## src/core/spi_irq_params.svh

```systemverilog
// Purpose: Offsets, field positions, reset values and widths of the interrupt enable block
// Assumes: Included by bare name, guarded against double inclusion
// Notes:   Definitions only
`ifndef SPI_IRQ_PARAMS_SVH
`define SPI_IRQ_PARAMS_SVH

// ****************************************************************
// Register map
// ****************************************************************
`define STATUS_OFFSET       8'h20
`define ENABLE_OFFSET       8'h28
`define ENABLE_RESET        32'h0000_0000
`define STATUS_RESET        14'h0000
`define FLAG_COUNT          14

// ****************************************************************
// Field positions
// ****************************************************************
`define BIT_MASTER_FAULT    0
`define BIT_SLAVE_FAULT     1
`define BIT_TX_EMPTY        2
`define BIT_TX_UNDERRUN     3
`define BIT_RX_FULL         4
`define BIT_RX_OVERRUN      5
`define BIT_TX_HALF_EMPTY   6
`define BIT_SELECT_ASSERTED 7
`define BIT_RX_NOT_EMPTY    8
`define BIT_LANE_LOW        9
`define BIT_LANE_HIGH       13

`endif

```

## src/core/spi_irq_pkg.sv

```systemverilog
// Purpose: Types shared by the interrupt enable block
// Assumes: Flag count matches the header
// Notes:   Types only
package spi_irq_pkg;
  typedef logic [13:0] flag_vec_t;
  typedef logic [31:0] word_t;
  typedef logic [7:0]  offset_t;
endpackage

```

## src/core/flag_qualifier.sv

```systemverilog
// Purpose: Per-bit qualification of enable bits by core configuration
// Assumes: Configuration inputs are static straps on the same clock
// Notes:   Purely combinational
`include "spi_irq_params.svh"
module flag_qualifier
  import spi_irq_pkg::*;
(
  input  wire logic      multi_lane_i,
  input  wire logic      fifo_present_i,
  input  wire logic      fifo_depth_one_i,
  input  wire logic      slave_mode_i,
  output logic [13:0]    allow_o
);
  // ****************************************************************
  // Allowed positions
  // ****************************************************************
  genvar g;
  generate
    for (g = 0; g < `FLAG_COUNT; g++) begin : g_allow
      if (g >= `BIT_LANE_LOW && g <= `BIT_LANE_HIGH) begin : g_lane
        assign allow_o[g] = multi_lane_i;
      end else if (g == `BIT_RX_NOT_EMPTY) begin : g_rne
        assign allow_o[g] = fifo_depth_one_i & slave_mode_i & ~multi_lane_i;
      end else if (g == `BIT_SELECT_ASSERTED) begin : g_sel
        assign allow_o[g] = slave_mode_i;
      end else if (g == `BIT_TX_HALF_EMPTY) begin : g_half
        assign allow_o[g] = fifo_present_i;
      end else begin : g_plain
        assign allow_o[g] = 1'b1;
      end
    end
  endgenerate
endmodule

```

## src/core/spi_interrupt_enable_mask.sv

```systemverilog
// Purpose: Interrupt status and enable registers with gated system interrupt output
// Assumes: Register port on mclk_i; event strobes come from core logic on the same clock
// Notes:   Reads return data one cycle after the read strobe
`include "spi_irq_params.svh"
module spi_interrupt_enable_mask
  import spi_irq_pkg::*;
(
  input  wire logic      mclk_i,
  input  wire logic      rst_b_i,
  input  wire logic      reg_wr_i,
  input  wire logic      reg_rd_i,
  input  wire logic [7:0]  reg_addr_i,
  input  wire logic [31:0] reg_wdata_i,
  output logic [31:0]    reg_rdata_o,
  input  wire logic [13:0] event_strobe_i,
  input  wire logic      multi_lane_i,
  input  wire logic      fifo_present_i,
  input  wire logic      fifo_depth_one_i,
  input  wire logic      slave_mode_i,
  output logic [13:0]    interrupt_status_o,
  output logic           irq_o
);
  // ****************************************************************
  // State
  // ****************************************************************
  flag_vec_t interrupt_enable_reg;
  flag_vec_t interrupt_enable_next;
  flag_vec_t interrupt_status_reg;
  flag_vec_t interrupt_status_next;
  word_t     rdata_reg;
  word_t     rdata_next;
  logic      irq_reg;
  logic      irq_next;
  flag_vec_t allow;
  flag_vec_t en_mask;
  logic      wr_en;
  logic      wr_st;
  logic      rd_en;
  logic      rd_st;

  flag_qualifier u_qual (
    .multi_lane_i     (multi_lane_i),
    .fifo_present_i   (fifo_present_i),
    .fifo_depth_one_i (fifo_depth_one_i),
    .slave_mode_i     (slave_mode_i),
    .allow_o          (allow)
  );

  // ****************************************************************
  // Register decode
  // ****************************************************************
  always_comb begin
    wr_en = reg_wr_i && (reg_addr_i == `ENABLE_OFFSET);
    wr_st = reg_wr_i && (reg_addr_i == `STATUS_OFFSET);
    rd_en = reg_rd_i && (reg_addr_i == `ENABLE_OFFSET);
    rd_st = reg_rd_i && (reg_addr_i == `STATUS_OFFSET);
  end

  // ****************************************************************
  // Enable register
  // ****************************************************************
  always_comb begin
    interrupt_enable_next = interrupt_enable_reg;
    if (wr_en) begin
      interrupt_enable_next = reg_wdata_i[13:0];
    end
  end

  always_ff @(posedge mclk_i or negedge rst_b_i) begin
    if (!rst_b_i) begin
      interrupt_enable_reg <= flag_vec_t'(`ENABLE_RESET);
    end else begin
      interrupt_enable_reg <= interrupt_enable_next;
    end
  end

  // ****************************************************************
  // Status register
  // ****************************************************************
  always_comb begin
    interrupt_status_next = interrupt_status_reg;
    if (wr_st) begin
      interrupt_status_next = interrupt_status_reg ^ reg_wdata_i[13:0];
    end
    interrupt_status_next = interrupt_status_next | event_strobe_i;
  end

  always_ff @(posedge mclk_i or negedge rst_b_i) begin
    if (!rst_b_i) begin
      interrupt_status_reg <= `STATUS_RESET;
    end else begin
      interrupt_status_reg <= interrupt_status_next;
    end
  end

  // ****************************************************************
  // Read data
  // ****************************************************************
  always_comb begin
    rdata_next = 32'h0000_0000;
    if (rd_en) begin
      rdata_next = {18'h0_0000, interrupt_enable_reg};
    end else if (rd_st) begin
      rdata_next = {18'h0_0000, interrupt_status_reg};
    end
  end

  always_ff @(posedge mclk_i or negedge rst_b_i) begin
    if (!rst_b_i) begin
      rdata_reg <= 32'h0000_0000;
    end else begin
      rdata_reg <= rdata_next;
    end
  end

  // ****************************************************************
  // Interrupt output
  // ****************************************************************
  always_comb begin
    en_mask  = interrupt_enable_reg & allow;
    irq_next = |(interrupt_status_reg & en_mask);
  end

  always_ff @(posedge mclk_i or negedge rst_b_i) begin
    if (!rst_b_i) begin
      irq_reg <= 1'b0;
    end else begin
      irq_reg <= irq_next;
    end
  end

  assign reg_rdata_o        = rdata_reg;
  assign interrupt_status_o = interrupt_status_reg;
  assign irq_o              = irq_reg;

  // ****************************************************************
  // Checks
  // ****************************************************************
  a_irq_needs_enable: assert property (@(posedge mclk_i) disable iff (!rst_b_i)
    irq_o |-> $past(|(interrupt_status_reg & interrupt_enable_reg)))
    else $error("Interrupt without enabled flag");
  a_irq_follows_flag: assert property (@(posedge mclk_i) disable iff (!rst_b_i)
    (|(interrupt_status_reg & en_mask)) |=> irq_o)
    else $error("Interrupt missing after enabled flag");
  a_enable_after_reset: assert property (@(posedge mclk_i)
    $rose(rst_b_i) |-> interrupt_enable_reg == 14'h0000)
    else $error("Enable not clear after reset");
  a_enable_write_lands: assert property (@(posedge mclk_i) disable iff (!rst_b_i)
    (reg_wr_i && reg_addr_i == `ENABLE_OFFSET) |=> interrupt_enable_reg == $past(reg_wdata_i[13:0]))
    else $error("Enable write lost");
  a_lane_bits_gated: assert property (@(posedge mclk_i) disable iff (!rst_b_i)
    !multi_lane_i |-> en_mask[13:9] == 5'h00)
    else $error("Lane enables act in standard mode");
  a_reserved_zero: assert property (@(posedge mclk_i) disable iff (!rst_b_i)
    reg_rdata_o[31:14] == 18'h0_0000)
    else $error("Reserved bits not zero");
  a_rne_gated: assert property (@(posedge mclk_i) disable iff (!rst_b_i)
    !(fifo_depth_one_i && slave_mode_i) |-> !en_mask[8])
    else $error("Receive not empty enable acts wrongly");
  a_select_gated: assert property (@(posedge mclk_i) disable iff (!rst_b_i)
    !slave_mode_i |-> !en_mask[7])
    else $error("Select enable acts in master mode");
  a_half_gated: assert property (@(posedge mclk_i) disable iff (!rst_b_i)
    !fifo_present_i |-> !en_mask[6])
    else $error("Half empty enable acts without FIFOs");
  a_strobe_sets: assert property (@(posedge mclk_i) disable iff (!rst_b_i)
    event_strobe_i[3] |=> interrupt_status_reg[3])
    else $error("Strobe did not set flag");
  a_toggle_write: assert property (@(posedge mclk_i) disable iff (!rst_b_i)
    (wr_st && event_strobe_i == 14'h0000) |=>
      interrupt_status_reg == ($past(interrupt_status_reg) ^ $past(reg_wdata_i[13:0])))
    else $error("Status toggle wrong");
  a_fault_gate: assert property (@(posedge mclk_i) disable iff (!rst_b_i)
    (interrupt_status_reg == 14'h0001 && !interrupt_enable_reg[0]) |=> !irq_o)
    else $error("Master fault passed while disabled");
  a_irq_exact: assert property (@(posedge mclk_i) disable iff (!rst_b_i)
    irq_o == $past(|(interrupt_status_reg & en_mask)))
    else $error("Interrupt output is not the registered OR of enabled flags");
  a_irq_masked_low: assert property (@(posedge mclk_i) disable iff (!rst_b_i)
    ((interrupt_status_reg & en_mask) == 14'h0000) |=> !irq_o)
    else $error("Interrupt while no enabled flag is set");
  a_underrun_pass: assert property (@(posedge mclk_i) disable iff (!rst_b_i)
    (interrupt_status_reg[3] && interrupt_enable_reg[3]) |=> irq_o)
    else $error("Enabled underrun flag gave no interrupt");
  a_empty_pass: assert property (@(posedge mclk_i) disable iff (!rst_b_i)
    (interrupt_status_reg[2] && interrupt_enable_reg[2]) |=> irq_o)
    else $error("Enabled transmit empty flag gave no interrupt");
  a_slave_fault_pass: assert property (@(posedge mclk_i) disable iff (!rst_b_i)
    (interrupt_status_reg[1] && interrupt_enable_reg[1]) |=> irq_o)
    else $error("Enabled slave fault flag gave no interrupt");
  a_enable_holds: assert property (@(posedge mclk_i) disable iff (!rst_b_i)
    !wr_en |=> $stable(interrupt_enable_reg))
    else $error("Enable changed without a write");
  a_enable_read: assert property (@(posedge mclk_i) disable iff (!rst_b_i)
    rd_en |=> reg_rdata_o == {18'h0_0000, $past(interrupt_enable_reg)})
    else $error("Enable read data wrong");
  a_status_read: assert property (@(posedge mclk_i) disable iff (!rst_b_i)
    rd_st |=> reg_rdata_o == {18'h0_0000, $past(interrupt_status_reg)})
    else $error("Status read data wrong");
  a_idle_read_zero: assert property (@(posedge mclk_i) disable iff (!rst_b_i)
    !(rd_en || rd_st) |=> reg_rdata_o == 32'h0000_0000)
    else $error("Read data not zero without a mapped read");
  a_status_holds: assert property (@(posedge mclk_i) disable iff (!rst_b_i)
    (!wr_st && event_strobe_i == 14'h0000) |=> $stable(interrupt_status_reg))
    else $error("Status changed without write or strobe");

  // ****************************************************************
  // Per-flag checks
  // ****************************************************************
  genvar s;
  generate
    for (s = 0; s < `FLAG_COUNT; s++) begin : g_strobe_chk
      a_strobe_sets_flag: assert property (@(posedge mclk_i) disable iff (!rst_b_i)
        event_strobe_i[s] |=> interrupt_status_reg[s])
        else $error("Strobe did not set its flag");
    end
  endgenerate
endmodule

```

## config.mk

```make
export PLATFORM = sky130hd
export DESIGN_NAME = spi_interrupt_enable_mask
export DESIGN_NICKNAME = d
export VERILOG_FILES = /design/src/core/spi_irq_pkg.sv /design/src/core/flag_qualifier.sv /design/src/core/spi_interrupt_enable_mask.sv
export VERILOG_INCLUDE_DIRS = /design/src /design/src/core
export SDC_FILE = /design/constraint.sdc
export NUM_CORES = 1
export LEC_CHECK = 0
export BUFFER_PORTS_ARGS = -buffer_cell sky130_fd_sc_hd__buf_2
export CAP_MARGIN = 0
export CORE_MARGIN = 3
export CORE_UTILIZATION = 45
export CTS_CLUSTER_SIZE = 16
export DETAILED_ROUTE_END_ITERATION = 7
export PLACE_DENSITY_LB_ADDON = 0.12
export SLEW_MARGIN = 20
export SYNTH_ARGS = -nofsm -noshare
export SYNTH_HDL_FRONTEND = slang
export SYNTH_SLANG_ARGS = --single-unit
```

## constraint.sdc

```tcl
create_clock -name mclk_i -period 1.95 [get_ports mclk_i]
set_clock_uncertainty 0.15 [all_clocks]
set_input_delay 0.195 -clock mclk_i [delete_from_list [all_inputs] [get_ports mclk_i]]
set_output_delay 0.195 -clock mclk_i [all_outputs]
set_load 0.05 [all_outputs]
```

==> results.cfg, run 1 <==
[setup_path]
slowest_delay_ns = 0.52
cp.arrival_ns = 1.69
worst_path_max_delay_cell = or4b_4
crit_fanout = 14
startpoint_type = primary input
worstSetupPathType = primary input to register
crit_required_ns = 1.98
crit_path_end_kind = register
crit_chain = buf_2, or4b_4, or3_1, buf_12, mux2_4

[sta]
min_period_over_period = 0.851
setup_tns_ns = 0
rsz0062_at_grt = no
clock.fmax_ghz = 0.602
slew_viol_final = 0
finalHoldViolCount = 0
fin_crit_ns = 1.66
setup_violations = 0
finalWorstSetupSlack_ns = 0.290

[logic_synthesis]
ys_types = 26
syn_avg_cell_area_um2 = 11.3
synth.yosys.warnings = 0
synth_common_cells = dfrtp_1 (43), buf_4 (18), inv_1 (15)
synth.area.top_cells = dfrtp_1 (50%), mux2_4 (7.0%), mux2i_1 (6.5%), buf_4 (6.3%), a22o_1 (5.7%)
synth_seq_area_share = 0.499
syn_area_mm2 = 0.00216
postSynthCellCount = 190
ys_ff_latch = 43
synth_top_area_share = 0.499
synth.most_common_cell = dfrtp_1
synthFlopType = dfrtp_1
synth_edf_count = 0
yosys.area.top_type = dfrtp_1
async_reset_ff_frac = 1.00

[placed_design]
gp_congestion = 0.694
pre_cts_ws_ns = -0.0284
io_buffers = 72
post-dp-hpwl_mm = 3.34

[cells_and_area]
nets = 343
fin_util = 0.621
area_growth_pct = 28.9
drive_gt1_frac = 0.372
nFillCells = 384
diodes = 0

[status]
outcome = completed

[clock_network]
cts_setup_buffers = 0
cts_made_buffers = 5
htreeDepth = 2
clock_path_buffers = 2
cts_tree = done
clk_pin_slew_ns = 0.08
ctsResizeCount = 0
clk_latency_ns = 0.29
clock_sinks = 43
clock-root-buffer = clkbuf_8

[power_and_ir_drop]
powerDensity_mw_per_mm2 = 630
vdd_ir_drop_max_mv = 0.398
total_power_w = 0.00175
leakagePower_nw = 1.37

[routing]
ant_nets = 0
vias_per_cell = 4.90
drc = 0
wire_per_inst_um = 14.1
via_count = 1636
routed_wl_mm = 4.71
drtIter0Drc = 73
firstDrtPassIters = 4

[global_route]
grt_pass1_vias = 1557
overflow = 0
grt_pass1_wl_mm = 7.40
antenna_found_initial = 0
grt_max_degree = 40
grt_use_total = 0.176

[floorplanning]
fp.dieH_um = 75.2
rows = 24
die_area_mm2 = 0.00566
die_w_um = 75.2
core_area_mm2 = 0.00447
initial_core_util = 0.482
ioPinCount = 109

[job]
drv_cap = 0

[min_path]
min_path_type = primary input to register
logic make-up (layout without fill, tap and decap cells):
family	after synthesis	in the layout	share of synthesized area
and+or+nand+nor	54	54	0.140
buffers and inverters	43	118	0.119
AOI/OAI and AO/OA	21	21	0.0842
DFF	43	43	0.499
other	1	18	0.00174
muxes	28	28	0.156
per-stage QoR:
stage                     cell area (um^2)  std cells  hold slack (ns)
final                                 2780        334          0.00303
after global routing                  2780        334         0.000582
after CTS                             2770        333         0.000132
after detailed placement              2540        311           -0.119
after global placement                2540        311           -0.121
after floorplan                       2230        207           -0.251
final timing paths:
check                                                    start  cells after the start                                  end  slack [ns]
setup / recovery                                 reg_addr_i[4]                      5  interrupt_enable_reg[7]$_DFFE_PN0P_        0.29
hold / removal                                  reg_wdata_i[7]                      2  interrupt_enable_reg[7]$_DFFE_PN0P_       0.003
hold reg to reg            interrupt_enable_reg[0]$_DFFE_PN0P_                      1             reg_rdata_o[0]$_DFF_PN0_        0.38
min in group asynchronous                              rst_b_i                      2            reg_rdata_o[13]$_DFF_PN0_        0.10
setup reg to reg              interrupt_status_o[12]$_DFF_PN0_                      3                      irq_o$_DFF_PN0_        0.44
max in group asynchronous                              rst_b_i                      3      interrupt_status_o[2]$_DFF_PN0_        1.12
cell usage in the layout, fill, tap and decap left out:
cell,instances
nand2_1,4
nand4b_1,1
buf_12,2
nor2b_1,14
or4b_2,1
a22oi_1,4
dlygate4sd3_1,15
nor4_1,14
nor2_1,14
buf_2,72
or4b_1,1
a2111o_1,1
clkbuf_1,1
conb_1,18
clkinv_2,1
or4b_4,1
mux2i_1,14
nand3_1,1
a222oi_1,1
a21boi_0,1
dfrtp_1,43
mux2_2,4
inv_1,15
buf_4,6
or3_1,1
clkinvlp_4,1
nor3_2,2
a22o_1,14
mux2_4,10
clkbuf_8,5
report_power, final:
part | switching, W | internal (W) | total, W
Sequential | 0.0000141 | 0.000912 | 0.000926
Combinational | 0.000178 | 0.000101 | 0.000279
Clock | 0.000294 | 0.000250 | 0.000544
timing repair:
action                                 in CTS  in global routing
setup endpoints to repair                   0                  0
endpoints found under the hold margin      56                  1
hold buffers                               14                  1
area by class of cell:
class / instances / area [um^2] / share of cell area
inverter: 15 / 56.3 / 0.0203
clock buffer: 6 / 72.6 / 0.0261
sequential: 43 / 1080 / 0.387
timing repair buffer: 95 / 596 / 0.214
clock inverter: 2 / 12.5 / 0.00450
tap: 52 / 65.1 / 0.0234
multi-input combinational: 121 / 901 / 0.324
critical path, delay by kind of cell:
family | cells | cell delay, ns
multiplexers | 1 | 0.30
AND/OR/NAND/NOR | 2 | 0.92
buffers and inverters | 2 | 0.27
layer usage:
metal / track usage / routed length, um / vias to the layer above
met2: 0.294 / 2350 / 58
met3: 0.0481 / 309 / 4
li1: - / - / 805
met1: 0.227 / 2000 / 769
met4: 0.0466 / 42 / 0
met5: 0 / 0 / -
Note: power is estimated with default switching activity, not from simulation.
==> run 2: changes to the inputs <==
- CORE_ASPECT_RATIO: not set -> 1.75
- CORE_UTILIZATION: 45 -> 46
- PLACE_DENSITY: not set -> 0.85
- PLACE_DENSITY_LB_ADDON: 0.12 -> not set
- SYNTH_HIERARCHICAL: not set -> 1
==> run 2 against run 1 <==
Against the previous run:
- hold slack gained 0.0061 ns
- via count is 1.3% lower
- global-route usage grew 1.1 points
- clock-buffer cell count stayed put
- area after synthesis is 3.0% higher
- power down 2.3%
- cell count is 3.9% lower
- die area increased by 1.3%
- maximum frequency is 12% higher
- non-clock buffer count increased by 5
- first-iteration DRC count is 67% lower
- critical path type is now register to register
==> results.cfg, run 2 <==
[cells_and_area]
final_common_cell = buf_2
area_growth_pct = 26.4
register_area_mm2 = 0.00108
nFillCells = 388
nets = 333
multi_input_comb_area_um2 = 953
drive_gt1_frac = 0.374
layout_common_cells = buf_2 (72), dfrtp_1 (43), conb_1 (24), dlygate4sd3_1 (23)
fin_util = 0.620
diodes = 0

[power_and_ir_drop]
vdd_ir_drop_max_mv = 0.432
leakagePower_nw = 1.35
powerDensity_mw_per_mm2 = 609
total_power_w = 0.00171

[routing]
firstDrtPassIters = 4
wire_per_inst_um = 15.1
drc = 0
drtIter0Drc = 24
ant_nets = 0
routed_wl_mm = 4.85
vias_per_cell = 5.03
via_count = 1614

[job]
drv_cap = 0

[setup_path]
r2r_start = interrupt_status_o[6]$_DFF_PN0_
worstReg2RegEnd = irq_o$_DFF_PN0_
ff2ff_path_depth = 4
critPathLaunch = interrupt_status_o[6]$_DFF_PN0_
crit_fanout = 4
startpoint_type = register
reg2reg_setup_slack_ns = 0.47
cp.arrival_ns = 1.50
crit_required_ns = 1.97
worstSetupPathType = register to register
crit_path_end_kind = register

[sta]
min_period_over_period = 0.759
clock.fmax_ghz = 0.676
rsz0062_at_grt = no
slew_viol_final = 0
fin_crit_ns = 1.48
finalHoldViolCount = 0
setup_violations = 0
setup_tns_ns = 0

[logic_synthesis]
synth.most_common_cell = dfrtp_1
syn_avg_cell_area_um2 = 12.4
postSynthCellCount = 179
async_reset_ff_frac = 1.00
yosys.area.top_type = dfrtp_1
synth_xor_area_frac = 0.0552
synth.area.top_cells = dfrtp_1 (48%), buf_4 (10%), mux2_4 (6.8%), a22o_1 (5.5%), nand4b_1 (5.5%)
syn_area_mm2 = 0.00222
synth_compound_area_frac = 0.0637
synth_edf_count = 0
ys_ff_latch = 43
synthAdderAreaFrac = 0
ys_types = 24
synth_common_cells = dfrtp_1 (43), buf_4 (31)
synth.area.mux_share = 0.0879
synth.yosys.warnings = 6
synth_top_area_share = 0.485
synthSimpleGateAreaFrac = 0.182
synthFlopType = dfrtp_1
synth_top_family_by_area = simple AND/OR/NAND/NOR gates
synth_seq_area_share = 0.485

[clock_network]
clk_pin_slew_ns = 0.08
clock_path_buffers = 2
hold_buffers = 19
clk_latency_ns = 0.29
ctsResizeCount = 0
clock-root-buffer = clkbuf_8
clock_sinks = 43
cts_tree = done
htreeDepth = 2
cts_made_buffers = 5
cts_setup_buffers = 0

[min_path]
min_path_type = primary input to register
worstHoldEndpoint = interrupt_enable_reg[0]$_DFFE_PN0P_
whs_path_depth = 2
hp-start = reg_wdata_i[0]

[floorplanning]
rows = 32
initial_core_util = 0.491
fp.dieH_um = 97.9
core_area_mm2 = 0.00452
die_area_mm2 = 0.00573
die_w_um = 58.5
ioPinCount = 109

[placed_design]
io_buffers = 72
gp_congestion = 0.802
post-dp-hpwl_mm = 3.41

[global_route]
grt_pass1_vias = 1731
antenna_found_initial = 0
grt_use_total = 0.187
grt_pass1_wl_mm = 8.15
grt_max_degree = 23
overflow = 0

[status]
outcome = completed
-- run 2: cell types whose count changed in the layout (fill, tap and decap cells not counted), moves of 4 or more --
cell | previous run | this run
mux2i_1 | 14 | 0
nand2b_1 | 0 | 14
xor2_1 | 0 | 14
nand4b_1 | 1 | 14
nor4_1 | 14 | 0
inv_1 | 15 | 0
conb_1 | 18 | 24
nor2b_1 | 14 | 0
a22oi_1 | 4 | 0
dlygate4sd3_1 | 15 | 23
nor2_1 | 14 | 0
nand3_1 | 1 | 9
-- run 2: layout make-up --
class,instances,area share
timing repair buffer,100,0.228
multi-input combinational,121,0.340
clock buffer,6,0.0259
sequential,43,0.383
tap,51,0.0227
-- run 2: logic make-up after synthesis --
kind of cell,Yosys count
xor+xnor,14
compound gates,17
buf+inv,37
other cells,2
simple gates,52
flops,43
mux,14
-- run 2: worst max-delay path by stage --
stage,end,slack (ns),cells past startpoint
final,irq_o$_DFF_PN0_,0.47,4
after detailed placement,interrupt_enable_reg[3]$_DFFE_PN0P_,0.20,5
after global routing,irq_o$_DFF_PN0_,0.40,4
after global placement,interrupt_enable_reg[7]$_DFFE_PN0P_,0.23,5
after CTS,irq_o$_DFF_PN0_,0.46,4
after floorplan,irq_o$_DFF_PN0_,0.33,4
-- run 2: report_power, final --
| part | internal, W | leakage, nW | switching [W] | total, W |
|---|---|---|---|---|
| logic | 0.000106 | 0.790 | 0.000171 | 0.000277 |
| registers | 0.000911 | 0.524 | 0.0000126 | 0.000924 |
| clock network | 0.000239 | 0.0371 | 0.000269 | 0.000508 |
-- run 2: worst max-delay path, cell delays in order (launching register included) --
cell and delay [ns]:
dfrtp_1 0.42, and3_1 0.16, a31oi_1 0.16, nand3_1 0.10
or3_1 0.36
-- run 2: through the flow --
step / hold slack, ns / instance area (um^2) / std cells / worst slack, ns
after floorplan: -0.251 / 2300 / 201 / 0.334
after global placement: 0.0310 / 2500 / 292 / 0.228
after detailed placement: 0.0401 / 2500 / 292 / 0.197
after CTS: 0.000383 / 2770 / 317 / 0.461
after global routing: 0.00431 / 2810 / 321 / 0.401
final: 0.00911 / 2810 / 321 / 0.471
-- run 2: routing by layer --
metal / global-route usage / vias up / part of all wire / wire, um
met4: 0.0804 / 0 / 0.024 / 118
met2: 0.330 / 78 / 0.55 / 2690
met1: 0.208 / 764 / 0.35 / 1710
met3: 0.0397 / 10 / 0.068 / 330
li1: - / 762 / - / -
met5: 0 / - / 0 / 0
==> run 3: changes to the inputs <==
- ABC_AREA: not set -> 1
- CORE_UTILIZATION: 46 -> 47
- clock period: 1.95 -> 1.5 ns (I/O delays scaled with it)
==> run 3 against run 2 <==
Against the previous run:
- combinational power increased by 45%
- routed wire length increased by 18%
- non-clock buffer count increased by 7
- sequential power increased by 30%
==> results.cfg, run 3 <==
[sta]
finalWorstSetupSlack_ns = 0.173
fin_crit_ns = 1.33
setup_tns_ns = 0
slew_viol_final = 0
min_period_over_period = 0.884
worstMarginPinSlew_ns = 0.542
setup_violations = 0
rsz0062_at_grt = no
finalHoldViolCount = 0
clock.fmax_ghz = 0.754
slew-limit-headroom = 0.639

[routing]
wl_met2_mm = 3.06
firstDrtPassIters = 5
drc = 0
drt-met1-wl_mm = 2.27
via_count = 2131
routed_wl_mm = 5.73
wire_per_inst_um = 12.7
vias_per_cell = 4.73
dr.max_layer_used = met4
dr_wl_met3_um = 288
drtIter0Drc = 43
ant_nets = 0

[placed_design]
post-dp-hpwl_mm = 3.94
io_buffers = 72
placed_area_mm2 = 0.00273
gp_congestion = 0.771
dpl.cell_count = 414
pre_cts_ws_ns = 0.0742

[clock_network]
clock_path_buffers = 2
clk_latency_ns = 0.29
hold_buffers = 29
clk_pin_slew_ns = 0.08
clock_sinks = 43
cts_made_buffers = 5
htreeDepth = 2
ctsResizeCount = 0
clock-root-buffer = clkbuf_8
cts_setup_buffers = 0
cts_tree = done

[logic_synthesis]
synth.most_common_cell = nand2_1
syn_area_mm2 = 0.00247
yosys.area.top_type = dfrtp_1
syn_avg_cell_area_um2 = 8.25
synth_top_area_share = 0.436
synth.yosys.warnings = 6
synthFlopType = dfrtp_1
ys_types = 20
synth_edf_count = 0
async_reset_ff_frac = 1.00
ys_ff_latch = 43
synth_seq_area_share = 0.436
synth.area.top_cells = dfrtp_1 (44%), nand2_1 (15%), buf_4 (10%), nand3_1 (9.3%), xor2_1 (5.0%)
postSynthCellCount = 299
synth_common_cells = nand2_1 (96), nand3_1 (46), dfrtp_1 (43)

[global_route]
grt_pass1_wl_mm = 9.24
grt_max_degree = 44
grt_use_total = 0.197
overflow = 0
antenna_found_initial = 0
grt_pass1_vias = 2112

[floorplanning]
initial_core_util = 0.491
fp.dieH_um = 102
ioPinCount = 109
die_area_mm2 = 0.00619
rows = 34
core_area_mm2 = 0.00502
die_w_um = 60.8

[setup_path]
critPathLaunch = interrupt_status_o[1]$_DFF_PN0_
crit_required_ns = 1.20
crit_path_end_kind = output pin
worstReg2RegEnd = irq_o$_DFF_PN0_
r2r_start = interrupt_status_o[1]$_DFF_PN0_
ff2ff_path_depth = 4
startpoint_type = register
worst_path_max_delay_cell = dfrtp_1
crit_fanout = 5
cp.arrival_ns = 1.03
worst-path-buf-inv = 1
reg2reg_setup_slack_ns = 0.42
worstSetupPathDepth = 1
crit_chain = buf_2
endpoint = interrupt_status_o[1]
cp_top_family = flip-flops
slowest_delay_ns = 0.44
worstSetupPathType = register to output pin

[job]
drv_cap = 0

[status]
outcome = completed

[power_and_ir_drop]
vdd_ir_drop_max_mv = 0.809
leakagePower_nw = 1.77
powerDensity_mw_per_mm2 = 744

[min_path]
min_path_type = primary input to register
whs_path_depth = 5

[cells_and_area]
finalNonFillerCells = 451
diodes = 0
nets = 458
drive_gt1_frac = 0.287
area_growth_pct = 25.7
layout_common_cells = nand2_1 (96), buf_2 (72), nand3_1 (46), dfrtp_1 (43), dlygate4sd3_1 (29)
fin_util = 0.618
nFillCells = 435
fin_area_mm2 = 0.00310
final_common_cell = nand2_1
## run 3: worst min-delay path by stage
| stage | from | endpoint |
|---|---|---|
| after CTS | reg_wr_i | interrupt_status_o[7]$_DFF_PN0_ |
| after global routing | reg_wr_i | interrupt_status_o[8]$_DFF_PN0_ |
| after detailed placement | rst_b_i | reg_rdata_o[6]$_DFF_PN0_ |
| after floorplan | rst_b_i | interrupt_enable_reg[0]$_DFFE_PN0P_ |
| after global placement | rst_b_i | reg_rdata_o[6]$_DFF_PN0_ |
| final | fifo_present_i | irq_o$_DFF_PN0_ |
## run 3: cell type report
type / instances / area (um^2) / area share
inverter: 26 / 97.6 / 0.0315
sequential: 43 / 1080 / 0.347
clock buffer: 7 / 76.3 / 0.0246
clock inverter: 1 / 5.00 / 0.00161
multi-input combinational: 213 / 1070 / 0.345
tap: 54 / 67.6 / 0.0218
timing repair buffer: 107 / 708 / 0.228
## run 3: cells by family (layout without fill, tap and decap cells)
family        Yosys count  after routing  share of synthesized area
other cells             2             24                    0.00305
xor+xnor               14             14                     0.0497
simple gates          175            175                      0.348
flops                  43             43                      0.436
buf+inv                65            141                      0.163
## run 3: power breakdown
group	switching (W)	internal, W	total, W
Clock	0.000375	0.000327	0.000702
Sequential	0.0000186	0.00118	0.00120
Combinational	0.000265	0.000137	0.000402
Total	0.000658	0.00165	0.00231
## run 3: metrics by stage
step                total power, W  hold slack [ns]
floorplan                  0.00150           -0.296
CTS                        0.00232           0.0741
global route               0.00239           0.0956
finish                     0.00231           0.0782
detailed placement         0.00157           0.0997
global placement           0.00156            0.101
## run 3: worst register-to-register path, delay by kind of cell, from the launching register on
family | cells | cell delay, ns
flops | 1 | 0.44
simple gates | 4 | 0.37
## run 3: routing by layer
metal  vias to the layer above  GRT usage
met5                         -          0
met3                        15     0.0329
li1                       1050          -
met4                         0     0.0668
met2                        92      0.363
met1                       974      0.221
